`config.mk`:
```
export PLATFORM = sky130hd
export DESIGN_NAME = fsq_flash_host
export DESIGN_NICKNAME = d
export VERILOG_FILES = /design/src/fsq_pkg.sv /design/src/fsq_bus_cycle.sv /design/src/fsq_flash_host.sv
export SDC_FILE = /design/constraint.sdc
export NUM_CORES = 1
export LEC_CHECK = 0
export BUFFER_PORTS_ARGS = -buffer_cell sky130_fd_sc_hd__buf_2
export CAP_MARGIN = 20
export CELL_PAD_IN_SITES_DETAIL_PLACEMENT = 1
export CELL_PAD_IN_SITES_GLOBAL_PLACEMENT = 1
export CORE_ASPECT_RATIO = 1.2
export CORE_UTILIZATION = 43
export CTS_BUF_LIST = sky130_fd_sc_hd__clkbuf_8
export DETAILED_ROUTE_END_ITERATION = 10
export PLACE_DENSITY_LB_ADDON = 0.08
export SLEW_MARGIN = 20
export SYNTH_ARGS = -nofsm -noshare
export SYNTH_HDL_FRONTEND = slang
export SYNTH_HIERARCHICAL = 1
export SYNTH_SLANG_ARGS = --single-unit
```
`constraint.sdc`:
```
create_clock -name core_clk_in -period 3.2 [get_ports core_clk_in]
set_clock_uncertainty 0.1 [all_clocks]
set_input_delay 0.48 -clock core_clk_in [delete_from_list [all_inputs] [get_ports core_clk_in]]
set_output_delay 0.48 -clock core_clk_in [all_outputs]
set_load 0.01 [all_outputs]
```
`src/fsq_pkg.sv`:
```
// Constants, command codes and instruction decode for the flash host sequencer
package fsq_pkg;

  // Timing
  localparam int CLK_NS       = 5;
  localparam int WR_PULSE_NS  = 45;
  localparam int RD_ACCESS_NS = 90;
  localparam int WR_CYC       = (WR_PULSE_NS + CLK_NS - 1) / CLK_NS;
  localparam int RD_CYC       = (RD_ACCESS_NS + CLK_NS - 1) / CLK_NS;
  localparam int CNT_W        = 5;
  localparam logic [CNT_W-1:0] WR_CNT = CNT_W'(WR_CYC);
  localparam logic [CNT_W-1:0] RD_CNT = CNT_W'(RD_CYC);

  // Widths
  localparam int ADDR_W = 16;
  localparam int DATA_W = 16;
  localparam int BYTE_W = 8;
  localparam int LOW_W  = 12;
  localparam int PSEL_W = 8;
  localparam int SSEL_W = 4;

  // Coded cycles and instruction bytes
  localparam logic [LOW_W-1:0]  UNLOCK1_ADDR    = 12'hAAA;
  localparam logic [LOW_W-1:0]  UNLOCK2_ADDR    = 12'h554;
  localparam logic [BYTE_W-1:0] UNLOCK1_DATA    = 8'hAA;
  localparam logic [BYTE_W-1:0] UNLOCK2_DATA    = 8'h55;
  localparam logic [BYTE_W-1:0] OP_AUTOSELECT   = 8'h90;
  localparam logic [BYTE_W-1:0] OP_PROGRAM      = 8'hA0;
  localparam logic [BYTE_W-1:0] OP_ERASE_SETUP  = 8'h80;
  localparam logic [BYTE_W-1:0] OP_SECTOR_ERASE = 8'h30;
  localparam logic [BYTE_W-1:0] OP_BULK_ERASE   = 8'h10;
  localparam logic [BYTE_W-1:0] OP_RESET        = 8'hF0;
  localparam logic [BYTE_W-1:0] ID_LOW          = 8'h02;
  localparam logic [BYTE_W-1:0] PROT_LOW        = 8'h04;

  // Status bit positions
  localparam int POLL_BIT   = 7;
  localparam int TOGGLE_BIT = 6;
  localparam int ERROR_BIT  = 5;
  localparam int WINDOW_BIT = 3;

  // Instruction step numbers
  localparam int STEP_W = 3;
  localparam logic [STEP_W-1:0] STEP_U1   = 3'h0;
  localparam logic [STEP_W-1:0] STEP_U2   = 3'h1;
  localparam logic [STEP_W-1:0] STEP_OP   = 3'h2;
  localparam logic [STEP_W-1:0] STEP_U3   = 3'h3;
  localparam logic [STEP_W-1:0] STEP_U4   = 3'h4;
  localparam logic [STEP_W-1:0] STEP_CONF = 3'h5;
  localparam logic [STEP_W-1:0] LEN_ONE   = 3'h1;
  localparam logic [STEP_W-1:0] LEN_FOUR  = 3'h4;
  localparam logic [STEP_W-1:0] LEN_SIX   = 3'h6;

  typedef enum logic [2:0] {
    CMD_READ   = 3'b000,
    CMD_ID     = 3'b001,
    CMD_PROT   = 3'b010,
    CMD_PROG   = 3'b011,
    CMD_SERASE = 3'b100,
    CMD_BERASE = 3'b101,
    CMD_RESET  = 3'b110
  } fsq_cmd_e;

  function automatic logic [STEP_W-1:0] seq_len(input fsq_cmd_e cmd);
    case (cmd)
      CMD_READ, CMD_RESET:   seq_len = LEN_ONE;
      CMD_SERASE, CMD_BERASE: seq_len = LEN_SIX;
      default:               seq_len = LEN_FOUR;
    endcase
  endfunction : seq_len

  function automatic logic step_read(input fsq_cmd_e cmd, input logic [STEP_W-1:0] step);
    step_read = (cmd == CMD_READ) || ((cmd == CMD_ID || cmd == CMD_PROT) && step == STEP_U3);
  endfunction : step_read

  function automatic logic [ADDR_W-1:0] step_addr(input fsq_cmd_e cmd,
                                                  input logic [STEP_W-1:0] step,
                                                  input logic [ADDR_W-1:0] addr);
    logic [ADDR_W-LOW_W-1:0] hi;
    hi = addr[ADDR_W-1:LOW_W];
    if (cmd == CMD_READ || cmd == CMD_RESET ||
        (cmd == CMD_PROG && step == STEP_U3) || (cmd == CMD_SERASE && step == STEP_CONF))
      step_addr = addr;
    else if (cmd == CMD_ID && step == STEP_U3)
      step_addr = {addr[ADDR_W-1:BYTE_W], ID_LOW};
    else if (cmd == CMD_PROT && step == STEP_U3)
      step_addr = {addr[ADDR_W-1:BYTE_W], PROT_LOW};
    else if (step == STEP_U2 || step == STEP_U4)
      step_addr = {hi, UNLOCK2_ADDR};
    else
      step_addr = {hi, UNLOCK1_ADDR};
  endfunction : step_addr

  function automatic logic [BYTE_W-1:0] step_byte(input fsq_cmd_e cmd,
                                                  input logic [STEP_W-1:0] step);
    if (cmd == CMD_RESET)
      step_byte = OP_RESET;
    else if (step == STEP_U2 || step == STEP_U4)
      step_byte = UNLOCK2_DATA;
    else if (step == STEP_OP)
      step_byte = (cmd == CMD_PROG) ? OP_PROGRAM :
                  (cmd == CMD_SERASE || cmd == CMD_BERASE) ? OP_ERASE_SETUP : OP_AUTOSELECT;
    else if (step == STEP_CONF)
      step_byte = (cmd == CMD_SERASE) ? OP_SECTOR_ERASE : OP_BULK_ERASE;
    else
      step_byte = UNLOCK1_DATA;
  endfunction : step_byte

  function automatic logic [BYTE_W-1:0] status_byte(input logic [DATA_W-1:0] word,
                                                    input logic be);
    status_byte = be ? word[DATA_W-1:BYTE_W] : word[BYTE_W-1:0];
  endfunction : status_byte

endpackage : fsq_pkg

```
`src/fsq_bus_cycle.sv`:
```
// One timed read or write cycle on the flash pins
`timescale 1ns/1ps
module fsq_bus_cycle
  import fsq_pkg::*;
(
  // Clock and reset
  input  wire logic              core_clk_in,
  input  wire logic              rst_in,
  // Request
  input  wire logic              start_in,
  input  wire logic              write_in,
  input  wire logic [ADDR_W-1:0] addr_in,
  input  wire logic [DATA_W-1:0] wdata_in,
  input  wire logic [PSEL_W-1:0] psel_in,
  input  wire logic [SSEL_W-1:0] ssel_in,
  output logic                   done_out,
  output logic      [DATA_W-1:0] rdata_out,
  // Flash pins
  output logic      [ADDR_W-1:0] addr_out,
  output logic      [DATA_W-1:0] dq_out,
  output logic                   dq_oe_out,
  input  wire logic [DATA_W-1:0] dq_in,
  output logic                   low_byte_write_strobe_n_out,
  output logic                   read_strobe_n_out,
  output logic      [PSEL_W-1:0] primary_sector_selects_out,
  output logic      [SSEL_W-1:0] secondary_sector_selects_out
);

  typedef enum logic [1:0] {
    B_IDLE   = 2'b00,
    B_SETUP  = 2'b01,
    B_STROBE = 2'b10,
    B_HOLD   = 2'b11
  } fsq_bus_e;

  fsq_bus_e         state_r;
  logic [CNT_W-1:0] cnt_r;
  logic             write_r;

  always_ff @(posedge core_clk_in) begin
    if (rst_in) begin
      // Selects low and strobes high while held in reset
      state_r                      <= B_IDLE;
      cnt_r                        <= '0;
      write_r                      <= 1'b0;
      done_out                     <= 1'b0;
      rdata_out                    <= '0;
      addr_out                     <= '0;
      dq_out                       <= '0;
      dq_oe_out                    <= 1'b0;
      low_byte_write_strobe_n_out  <= 1'b1;
      read_strobe_n_out            <= 1'b1;
      primary_sector_selects_out   <= '0;
      secondary_sector_selects_out <= '0;
    end else begin
      done_out <= 1'b0;
      case (state_r)
        B_IDLE: begin
          if (start_in) begin
            // Address and selects settle a cycle before the strobe falls
            state_r                      <= B_SETUP;
            write_r                      <= write_in;
            addr_out                     <= addr_in;
            dq_out                       <= wdata_in;
            dq_oe_out                    <= write_in;
            primary_sector_selects_out   <= psel_in;
            secondary_sector_selects_out <= ssel_in;
          end
        end
        B_SETUP: begin
          state_r <= B_STROBE;
          cnt_r   <= write_r ? WR_CNT : RD_CNT;
          if (write_r)
            low_byte_write_strobe_n_out <= 1'b0;
          else
            read_strobe_n_out <= 1'b0;
        end
        B_STROBE: begin
          cnt_r <= cnt_r - 1'b1;
          if (cnt_r == CNT_W'(LEN_ONE)) begin
            state_r                     <= B_HOLD;
            low_byte_write_strobe_n_out <= 1'b1;
            read_strobe_n_out           <= 1'b1;
            if (!write_r)
              rdata_out <= dq_in;
          end
        end
        B_HOLD: begin
          // Data held past the rising strobe, then bus released
          state_r                      <= B_IDLE;
          dq_oe_out                    <= 1'b0;
          primary_sector_selects_out   <= '0;
          secondary_sector_selects_out <= '0;
          done_out                     <= 1'b1;
        end
        default: state_r <= B_IDLE;
      endcase
    end
  end

  chk_reset_pins_quiet: assert property (@(posedge core_clk_in)
    rst_in |=> (low_byte_write_strobe_n_out && primary_sector_selects_out == '0 &&
                secondary_sector_selects_out == '0))
    else $error("pins not quiet after reset");

  chk_strobe_min_width: assert property (@(posedge core_clk_in) disable iff (rst_in)
    $fell(low_byte_write_strobe_n_out) |-> !low_byte_write_strobe_n_out[*8])
    else $error("write strobe too short");

endmodule : fsq_bus_cycle

```
`src/fsq_flash_host.sv`:
```
// Host sequencer issuing flash instructions and polling embedded status
`timescale 1ns/1ps
// How it works
// - Host holds all sector selects low and write strobe high at power-up.
// - Poll valid after fourth or sixth write; host polls target or sector.
// - Host treats operation as done when two reads give the same toggle bit (bit 6).
// - Only reset clears error; host issues reset after seeing the error.
// - Instructions other than read and reset open with AAh at XAAAh then 55h at X554h.
module fsq_flash_host
  import fsq_pkg::*;
(
  // Clock and reset
  input  wire logic              core_clk_in,
  input  wire logic              rst_in,
  // User command port
  input  wire logic              cmd_valid_in,
  input  wire logic [2:0]        cmd_in,
  input  wire logic [ADDR_W-1:0] addr_in,
  input  wire logic [DATA_W-1:0] wdata_in,
  input  wire logic [PSEL_W-1:0] psel_in,
  input  wire logic [SSEL_W-1:0] ssel_in,
  input  wire logic              be_mode_in,
  output logic                   busy_out,
  output logic                   done_out,
  output logic                   error_out,
  output logic      [DATA_W-1:0] rdata_out,
  output logic      [BYTE_W-1:0] status_out,
  // Flash pins
  output logic      [ADDR_W-1:0] addr_out,
  output logic      [DATA_W-1:0] dq_out,
  output logic                   dq_oe_out,
  input  wire logic [DATA_W-1:0] dq_in,
  output logic                   low_byte_write_strobe_n_out,
  output logic                   read_strobe_n_out,
  output logic      [PSEL_W-1:0] primary_sector_selects_out,
  output logic      [SSEL_W-1:0] secondary_sector_selects_out
);

  typedef enum logic [2:0] {
    S_IDLE   = 3'b000,
    S_SEQ    = 3'b001,
    S_POLL   = 3'b010,
    S_RECOV  = 3'b011,
    S_FINISH = 3'b100
  } fsq_state_e;

  fsq_state_e        state_r;
  fsq_cmd_e          cmd_r;
  logic [STEP_W-1:0] step_r;
  logic [ADDR_W-1:0] addr_r;
  logic [DATA_W-1:0] wdata_r;
  logic [PSEL_W-1:0] psel_r;
  logic [SSEL_W-1:0] ssel_r;
  logic              be_r;
  logic              cyc_start_r;
  logic              cyc_write_r;
  logic [ADDR_W-1:0] cyc_addr_r;
  logic [DATA_W-1:0] cyc_data_r;
  logic              cyc_done;
  logic [DATA_W-1:0] cyc_rdata;
  logic              second_r;
  logic              err_check_r;
  logic              err_flag_r;
  logic [BYTE_W-1:0] first_sts_r;
  logic [BYTE_W-1:0] sts;
  logic [STEP_W-1:0] step_nxt;
  logic              last_step;
  logic              toggle_same;

  assign sts         = status_byte(cyc_rdata, be_r);
  assign last_step   = (step_r == seq_len(cmd_r) - LEN_ONE);
  assign step_nxt    = step_r + LEN_ONE;
  assign toggle_same = (sts[TOGGLE_BIT] == first_sts_r[TOGGLE_BIT]);

  // Sequencer and cycle requests
  always_ff @(posedge core_clk_in) begin
    if (rst_in) begin
      state_r     <= S_IDLE;
      cmd_r       <= CMD_READ;
      step_r      <= '0;
      addr_r      <= '0;
      wdata_r     <= '0;
      psel_r      <= '0;
      ssel_r      <= '0;
      be_r        <= 1'b0;
      cyc_start_r <= 1'b0;
      cyc_write_r <= 1'b0;
      cyc_addr_r  <= '0;
      cyc_data_r  <= '0;
      second_r    <= 1'b0;
      err_check_r <= 1'b0;
      err_flag_r  <= 1'b0;
      first_sts_r <= '0;
    end else begin
      cyc_start_r <= 1'b0;
      case (state_r)
        S_IDLE: begin
          if (cmd_valid_in) begin
            state_r     <= S_SEQ;
            cmd_r       <= fsq_cmd_e'(cmd_in);
            step_r      <= STEP_U1;
            addr_r      <= addr_in;
            wdata_r     <= wdata_in;
            psel_r      <= psel_in;
            ssel_r      <= ssel_in;
            be_r        <= be_mode_in;
            err_flag_r  <= 1'b0;
            cyc_start_r <= 1'b1;
            cyc_write_r <= !step_read(fsq_cmd_e'(cmd_in), STEP_U1);
            // Upper address bits ride along; only the low twelve are decoded
            cyc_addr_r  <= step_addr(fsq_cmd_e'(cmd_in), STEP_U1, addr_in);
            cyc_data_r  <= {2{step_byte(fsq_cmd_e'(cmd_in), STEP_U1)}};
          end
        end
        S_SEQ: begin
          if (cyc_done) begin
            if (!last_step) begin
              step_r      <= step_nxt;
              cyc_start_r <= 1'b1;
              cyc_write_r <= !step_read(cmd_r, step_nxt);
              cyc_addr_r  <= step_addr(cmd_r, step_nxt, addr_r);
              cyc_data_r  <= (cmd_r == CMD_PROG && step_nxt == STEP_U3) ?
                             wdata_r : {2{step_byte(cmd_r, step_nxt)}};
            end else if (cmd_r == CMD_PROG || cmd_r == CMD_SERASE || cmd_r == CMD_BERASE) begin
              // Status only meaningful once the final write pulse is done
              state_r     <= S_POLL;
              second_r    <= 1'b0;
              err_check_r <= 1'b0;
              cyc_start_r <= 1'b1;
              cyc_write_r <= 1'b0;
              cyc_addr_r  <= addr_r;
            end else begin
              state_r <= S_FINISH;
            end
          end
        end
        S_POLL: begin
          if (cyc_done) begin
            cyc_start_r <= 1'b1;
            cyc_write_r <= 1'b0;
            cyc_addr_r  <= addr_r;
            second_r    <= !second_r;
            first_sts_r <= sts;
            if (second_r) begin
              if (toggle_same) begin
                // Two matching reads mean the embedded cycle has ended
                state_r     <= S_FINISH;
                cyc_start_r <= 1'b0;
              end else if (err_check_r) begin
                // Still toggling after the error bit: failed, recover with reset
                state_r     <= S_RECOV;
                err_flag_r  <= 1'b1;
                cyc_write_r <= 1'b1;
                cyc_data_r  <= {2{OP_RESET}};
              end else if (sts[ERROR_BIT]) begin
                // Toggle may change with the error bit, so check once more
                err_check_r <= 1'b1;
              end
            end
          end
        end
        S_RECOV: begin
          if (cyc_done)
            state_r <= S_FINISH;
        end
        S_FINISH: state_r <= S_IDLE;
        default:  state_r <= S_IDLE;
      endcase
    end
  end

  // User results
  always_ff @(posedge core_clk_in) begin
    if (rst_in) begin
      busy_out   <= 1'b0;
      done_out   <= 1'b0;
      error_out  <= 1'b0;
      rdata_out  <= '0;
      status_out <= '0;
    end else begin
      busy_out <= (state_r != S_IDLE) || cmd_valid_in;
      done_out <= (state_r == S_FINISH);
      if (state_r == S_FINISH)
        error_out <= err_flag_r;
      if (cyc_done && !cyc_write_r) begin
        rdata_out  <= cyc_rdata;
        status_out <= sts;
      end
    end
  end

  fsq_bus_cycle u_cycle (
    .core_clk_in                  (core_clk_in),
    .rst_in                       (rst_in),
    .start_in                     (cyc_start_r),
    .write_in                     (cyc_write_r),
    .addr_in                      (cyc_addr_r),
    .wdata_in                     (cyc_data_r),
    .psel_in                      (psel_r),
    .ssel_in                      (ssel_r),
    .done_out                     (cyc_done),
    .rdata_out                    (cyc_rdata),
    .addr_out                     (addr_out),
    .dq_out                       (dq_out),
    .dq_oe_out                    (dq_oe_out),
    .dq_in                        (dq_in),
    .low_byte_write_strobe_n_out  (low_byte_write_strobe_n_out),
    .read_strobe_n_out            (read_strobe_n_out),
    .primary_sector_selects_out   (primary_sector_selects_out),
    .secondary_sector_selects_out (secondary_sector_selects_out)
  );

  chk_first_coded_write: assert property (@(posedge core_clk_in) disable iff (rst_in)
    (cyc_start_r && state_r == S_SEQ && step_r == STEP_U1 && cmd_r != CMD_READ &&
     cmd_r != CMD_RESET) |-> (cyc_addr_r[LOW_W-1:0] == UNLOCK1_ADDR &&
                              cyc_data_r[BYTE_W-1:0] == UNLOCK1_DATA))
    else $error("first coded write wrong");

  chk_second_coded_write: assert property (@(posedge core_clk_in) disable iff (rst_in)
    (cyc_start_r && step_r == STEP_U2 && state_r == S_SEQ) |->
    (cyc_addr_r[LOW_W-1:0] == UNLOCK2_ADDR && cyc_data_r[BYTE_W-1:0] == UNLOCK2_DATA))
    else $error("second coded write wrong");

  chk_upper_bits_kept: assert property (@(posedge core_clk_in) disable iff (rst_in)
    (cyc_start_r && state_r == S_SEQ) |->
    cyc_addr_r[ADDR_W-1:LOW_W] == addr_r[ADDR_W-1:LOW_W])
    else $error("upper address bits altered");

  chk_poll_target_addr: assert property (@(posedge core_clk_in) disable iff (rst_in)
    (cyc_start_r && state_r == S_POLL) |-> (!cyc_write_r && cyc_addr_r == addr_r))
    else $error("poll read at wrong address");

  chk_poll_after_write: assert property (@(posedge core_clk_in) disable iff (rst_in)
    (state_r == S_SEQ && cyc_done && last_step && cmd_r == CMD_PROG) |=>
    (state_r == S_POLL && cyc_start_r))
    else $error("no poll after program");

  chk_done_on_match: assert property (@(posedge core_clk_in) disable iff (rst_in)
    (state_r == S_POLL && cyc_done && second_r && toggle_same) |=> ##1 done_out)
    else $error("matching reads did not finish");

  chk_reset_after_error: assert property (@(posedge core_clk_in) disable iff (rst_in)
    $rose(err_flag_r) |-> (cyc_start_r && cyc_write_r && cyc_data_r[BYTE_W-1:0] == OP_RESET)
    ##[1:40] (state_r == S_FINISH))
    else $error("error not followed by reset write");

  chk_no_early_finish: assert property (@(posedge core_clk_in) disable iff (rst_in)
    (state_r == S_POLL && cyc_done && !second_r) |=> state_r == S_POLL)
    else $error("finished on a single read");

endmodule : fsq_flash_host

```
### After elaboration in Yosys (flattened, before gate mapping)

Index checks and enable logic that the tools add are counted.

* $add $sub $neg: 3
* equal/unequal tests: 38
* muxes and demuxes: 94
* bitwise logic cells: 1
* reduce and logical (&&, ||, !) cells: 49

Operators by type and width (count)
* $mux W16: 13
* $pmux W16 S3: 2
* $mux W12: 5
* $mux W8: 6
* $mux W3: 12
* $mux W1: 33
* $eq A3 B3 Y1 const B: 7
* $eq A3 B2 Y1 const B: 6
* $ne A2 B2 Y1 const B: 9
* $pmux W8 S2: 1
* $reduce_and A7 Y1: 2
* $mux W6: 2
* $pmux W1 S2: 6
* $pmux W3 S2: 2
* $pmux W3 S4: 1
* $logic_or A1 B1 Y1: 11
* $mux W5: 2
* $ne A2 B1 Y1 const B: 5
* $pmux W5 S2: 1
* $reduce_and A2 Y1: 5
* $reduce_and A5 Y1: 2
* $reduce_bool A2 Y1: 5
* $eq A3 B1 Y1 const B: 3
* $logic_not A3 Y1: 3
* 25 further kinds: 41

* flip-flop bits (word level): 197
* output and inout port bits: 74
* word-level logic and storage cells: 218

### Logic depth before layout (Yosys ltp)

* depth after elaboration: 11
* gate-level depth with buffers: 9
* gate-level depth less buffers: 8

### Modules after synthesis

The synthesis kept the hierarchy.

Modules (own cells, without submodules)
* fsq_flash_host: times used 1, cells each 697, area each 5517.8 µm², seq. area each 2382.3 µm²
* fsq_bus_cycle: times used 1, cells each 331, area each 2835.2 µm², seq. area each 1441.4 µm²

### Least setup slack after synthesis

No wires, ideal clock.

* path type: reg2reg
* start point: register step_r[1]
* end point: register cyc_addr_r[10]
* arrival: 2.016 ns
* required time: 2.968 ns
* setup slack: 0.952 ns
* stages on the path, launching flop included: 9
* buffers on the path: 1
* cells stage by stage: dfxtp_1 ha_1 buf_2 xor2_2 a21oi_1 o221a_2 and3_4 a2111oi_1 nor3_1

* longest elaborated chain between the ends: 10

Ends and longest elaborated chain
* start, declared: line fsq_flash_host.sv:49 `logic [STEP_W-1:0] step_r;`
* start signal, assigned: line fsq_flash_host.sv:118 `step_r <= step_nxt;`
* $add A3 B1 Y3: line fsq_flash_host.sv:72 `assign step_nxt = step_r + LEN_ONE;`
* $eq A3 B1 Y1 / $eq A3 B3 Y1 (equally long branches): line fsq_pkg.sv:88 `else if (step == STEP_U2 || step == STEP_U4)`
* $logic_or A1 B1 Y1: line fsq_pkg.sv:88
* $mux W12: line fsq_pkg.sv:88
* $mux W12: line fsq_pkg.sv:86 `else if (cmd == CMD_PROT && step == STEP_U3)`
* $mux W12: line fsq_pkg.sv:84 `else if (cmd == CMD_ID && step == STEP_U3)`
* $mux W12: line fsq_pkg.sv:81 `if (cmd == CMD_READ || cmd == CMD_RESET ||`
* $mux W16: line fsq_flash_host.sv:117 `if (!last_step) begin`
* $mux W16: line fsq_flash_host.sv:116 `if (cyc_done) begin`
* $pmux W16 S3: line fsq_flash_host.sv:96 `case (state_r)`
* end signal, assigned: line fsq_flash_host.sv:111 `cyc_addr_r <= step_addr(fsq_cmd_e'(cmd_in), STEP_U1, addr_in);`
* end signal, assigned: line fsq_flash_host.sv:121 `cyc_addr_r <= step_addr(cmd_r, step_nxt, addr_r);`
* end signal, assigned: line fsq_flash_host.sv:131 `cyc_addr_r <= addr_r;`
* end, declared: line fsq_flash_host.sv:57 `logic [ADDR_W-1:0] cyc_addr_r;`

Several ways; a longest one is shown, not always the timed one. The select of a mux whose other input is x is not followed.
A chain may end at the register's enable or synchronous reset.

### Final worst setup path

* start point: register step_r[0]
* end point: register cyc_addr_r[10]

Same word-level chain as after synthesis.

==> flow_results.org <==
** Status
- Status :: finished clean

** Final layout
- With fillers left out, the area of the finished cells amounts to between 0.009 and 0.01 mm².
- Number of nets in the finished design :: 1203
- From synthesis to final layout, the design area changed by 14.57%.
- Cells fill between 50% and 60% of the core in the end.
- Total of fill cells in the finished design :: 2362
- Flip-flop and latch area :: approximately 0.0038 mm²
- The multi-input combinational cells in the finished layout cover a total of a little over 0.004 mm².
- Cells with a size suffix above 1 make up 19.24% of the layout.
- The number of antenna diodes in the final layout is 0.

** Detailed routing
- DRC violation count after routing :: 0
- Total via count in the routed design :: approximately 7.4k
- Dividing the detail-routed wire length by the instance count gives between 15 and 20 µm.
- Amount of wire on met2 after detailed routing :: 11.27 mm
- In this run, the number of DRC markers left after iteration 0 of detailed routing was 361.
- For this block, wires on met1 add up to between 10 and 15 mm.
- After detailed routing, the met3 layer carries between 1 and 1.5 mm of wire.
- For this block, the routed nets add up to between 20 and 25 mm of wire.
- Before antenna repair, the detailed router went through 4 iterations.
- In this run the remaining antenna-violating nets after routing total 0.
- Top metal layer carrying routed signals :: met4
- Post-detailed-route via-to-cell ratio :: 5.318

** Synth
- Post-synth top flop :: dfxtp_1
- Number of synthesized flops with an enable pin :: 0
- The cell area that synthesis handed to floorplanning was roughly 0.0084 mm².
- Asr flop ratio synth :: 0%
- In this run the biggest area consumer among cell types represents a little under half of the synthesized area.
- Summed over all instances, the cell type with the most area after synthesis is dfxtp_1.
- Synthesis produced a netlist with a net count of 1106.
- Number of flip-flops and latches in the synthesized netlist :: 191
- Top cells by count, synth :: nand2_1 (269), dfxtp_1 (191), a21oi_1 (125), nor2_1 (78), clkbuf_1 (52)
- Most frequent cell after synthesis :: nand2_1
- By area the synthesized netlist is led by dfxtp_1 (46%), nand2_1 (12%), a21oi_1 (7.5%), mux2i_1 (3.6%), nor2_1 (3.5%).
- Ys Warns :: 6
- Sequential element share of the synthesized area :: 45.78%
- Each instance of the synthesized netlist takes up on average approximately 8.1 µm².
- Distinct cells, synth :: roughly 80
- Post-synthesis instance total :: 1028

** Worst setup path
- The critical path starts at step_r[0]$_SDFFE_PP0P_.
- Worst setup EP type :: flip-flop
- Count of cells along the worst register-to-register path :: 7
- The worst setup path is launched from a flip-flop.
- The setup path with the least slack is of type flip-flop to flip-flop.
- Critical-path maximum fanout :: 11
- Flop-to-flop setup slack :: 0.52 ns
- The most critical setup path has its endpoint at cyc_addr_r[10]$_SDFFE_PP0P_.
- R2R Path Start :: step_r[0]$_SDFFE_PP0P_
- Data arrival time at the worst-slack endpoint :: approximately 2.9 ns
- End of the worst register-to-register path :: cyc_addr_r[10]$_SDFFE_PP0P_
- Data on the critical path is required at its endpoint by between 3 and 4 ns.

** STA
- For the pin with the worst max-slew slack, the measured transition is about 0.65 ns.
- Post-Route Setup TNS :: 0 ns
- FMAX :: roughly 0.37 GHz
- Measured against its own limit, the worst slew margin works out to a little under three fifths.
- Dividing the final minimum period by the clock period gives 83.90%.
- After layout, the worst setup slack is a little over 0.5 ns.
- Setup violations remaining at the end of the flow were counted as 0.
- Final count of hold timing violations :: 0
- Setup repair after global routing missed its margin :: false
- The number of pins with negative max-slew slack in the final report came to 0.
- The worst path needs 2.685 ns of the cycle, external delays included.

** Clock network
- Post-CTS repair changed the size of 0 cells.
- Hold-fix buffers at CTS :: 0
- No sink is reached through more buffers than the 2 on the longest clock path.
- Clock insertion delay at the later pin of the skew report :: between 0.4 and 0.5 ns
- TritonCTS created 17 clock buffers.
- Setup bufs post-CTS :: 0
- Number of clock sinks :: approximately 190
- TritonCTS clock tree :: yes
- Number of H-tree levels :: 4
- Root Buffer :: clkbuf_8
- After clock tree synthesis, the clock-pin slew on the worst setup and hold paths is ~0.1 ns.

** Global routing
- Entering global routing, the biggest net connects 66 pins.
- The first global-routing pass estimated between 30 and 40 mm of wire.
- The number of global-route vias before repair is around 7.5k.
- Sum of overflow across all layers after global routing :: 0
- Global routing used between 20% and 30% of the available tracks across all layers.
- The initial antenna violation count was 0.

** Place
- During placement, the flow inserted port buffers numbering between 100 and 150.
- GPL Wtd Cong :: 0.9237
- In this run the cell area measured after placement is 0.009178 mm².
- OpenSTA, run right after detailed placement, puts the worst setup slack at 0.5554 ns.
- Post-DP HPWL :: 16.55 mm

** Die
- Die Outline Area :: 0.01999 mm²
- Die boundary width :: around 130 µm
- Standard-cell row count :: 55
- After floorplanning, the core was sized to cover ~0.019 mm².
- Once the floorplan was initialized, standard cells occupied 44.14% of the core.
- I/O pin cnt :: about 140
- The die is between 150 and 200 µm tall.

** Worst hold path
- The tightest min-delay check is of the primary input to flip-flop type.

** Power and ir drop
- Total power for the finished layout comes to between 7 and 8 mW.
- In this run the static leakage power is roughly 3.7 nW.
- For this design the ratio of total power to cell area is approximately 770 mW/mm².
- Worst VDD drop :: 352.0 µV

** Run
- Number of max-capacitance violations reported :: 0
==> placed cells by master, fill, tap and decap left out, drive strengths merged, types with 9 or more instances in the layout <==
cell type	count
a211oi	24
mux2i	31
nor3	24
nand2	269
nor2	79
nand3	9
o21ai	25
a311oi	16
inv	22
a22oi	14
dfxtp	191
ha	11
a21oi	126
buf	159
clkbuf	17
==> area by class of cell <==
class / count / share of cell area (%)
well taps: 256 / 3.347
multi-input cells: 741 / 42.87
repair buffers: 159 / 9.138
clock buffers: 17 / 2.445
flip-flops and latches: 191 / 39.95
clock inverters: 15 / 1.660
inverters: 15 / 0.5883
==> metal layers <==
metal  global-route usage, %  vias up
met5                       0        -
met4                   10.08        0
met3                   4.773       37
met2                   41.27      152
met1                   29.84     3512
li1                        -     3712
==> cells by family (layout without fill, tap and decap cells) <==
| family | Yosys count | after routing | synth area share, % |
|---|---|---|---|
| flops | 191 | 191 | 45.78 |
| mux | 31 | 31 | 3.760 |
| buf+inv | 96 | 206 | 5.183 |
| compound gates | 250 | 250 | 19.25 |
| simple gates | 441 | 441 | 23.34 |
| xor+xnor | 6 | 6 | 0.8089 |
| fa+ha+maj | 13 | 13 | 1.887 |
==> state kept, by name (all words and copies together) (netlist names), 2 cells and up <==
signal,count
u_cycle/state_r,2
wdata_r,16
psel_r,8
cyc_addr_r,16
addr_r,16
rdata_out,16
u_cycle/addr_out,16
cyc_data_r,16
step_r,3
u_cycle/rdata_out,16
u_cycle/secondary_sector_selects_out,4
ssel_r,4
u_cycle/dq_out,16
state_r,3
cmd_r,3
u_cycle/cnt_r,5
status_out,8
u_cycle/primary_sector_selects_out,8
==> per-stage QoR <==
step,instances,hold WS (ns)
2_1_floorplan,1028,0.3319
3_3_place_gp,1362,0.3405
3_5_place_dp,1362,0.3449
4_1_cts,1394,0.1113
5_1_grt,1394,0.1222
6_report,1394,0.1408
==> worst max-delay path, stage by stage (launching register included) <==
cell	delay [ns]
dfxtp_1	0.56
ha_1	0.52
xor2_2	0.27
a21oi_1	0.10
o221a_2	0.34
and3_4	0.20
a2111oi_1	0.38
nor3_1	0.10
==> where the power goes <==
part           switching [mW]  internal (mW)  total [mW]
Clock                   0.884          0.705        1.59
Combinational            1.67          0.929        2.60
Sequential              0.367           2.81        3.17
Total                    2.92           4.44        7.36
==> worst min path at each step <==
| stage | endpoint | start | cells after the start | slack, ns |
|---|---|---|---|---|
| 6_report | ssel_r[1]$_SDFFE_PP0P_ | ssel_in[1] | 3 | 0.14 |
| 5_1_grt | psel_r[1]$_SDFFE_PP0P_ | psel_in[1] | 3 | 0.12 |
| 4_1_cts | psel_r[4]$_SDFFE_PP0P_ | psel_in[4] | 3 | 0.11 |
| 3_5_place_dp | u_cycle/dq_out[11]$_SDFFE_PP0P_ | u_cycle/dq_out[11]$_SDFFE_PP0P_ | 2 | 0.34 |
| 3_3_place_gp | rdata_out[5]$_SDFFE_PP0P_ | rdata_out[5]$_SDFFE_PP0P_ | 2 | 0.34 |
| 2_1_floorplan | u_cycle/dq_out[0]$_SDFFE_PP0P_ | cyc_data_r[0]$_SDFFE_PP0P_ | 2 | 0.33 |
No activity file was read; power rests on OpenSTA's default activity.
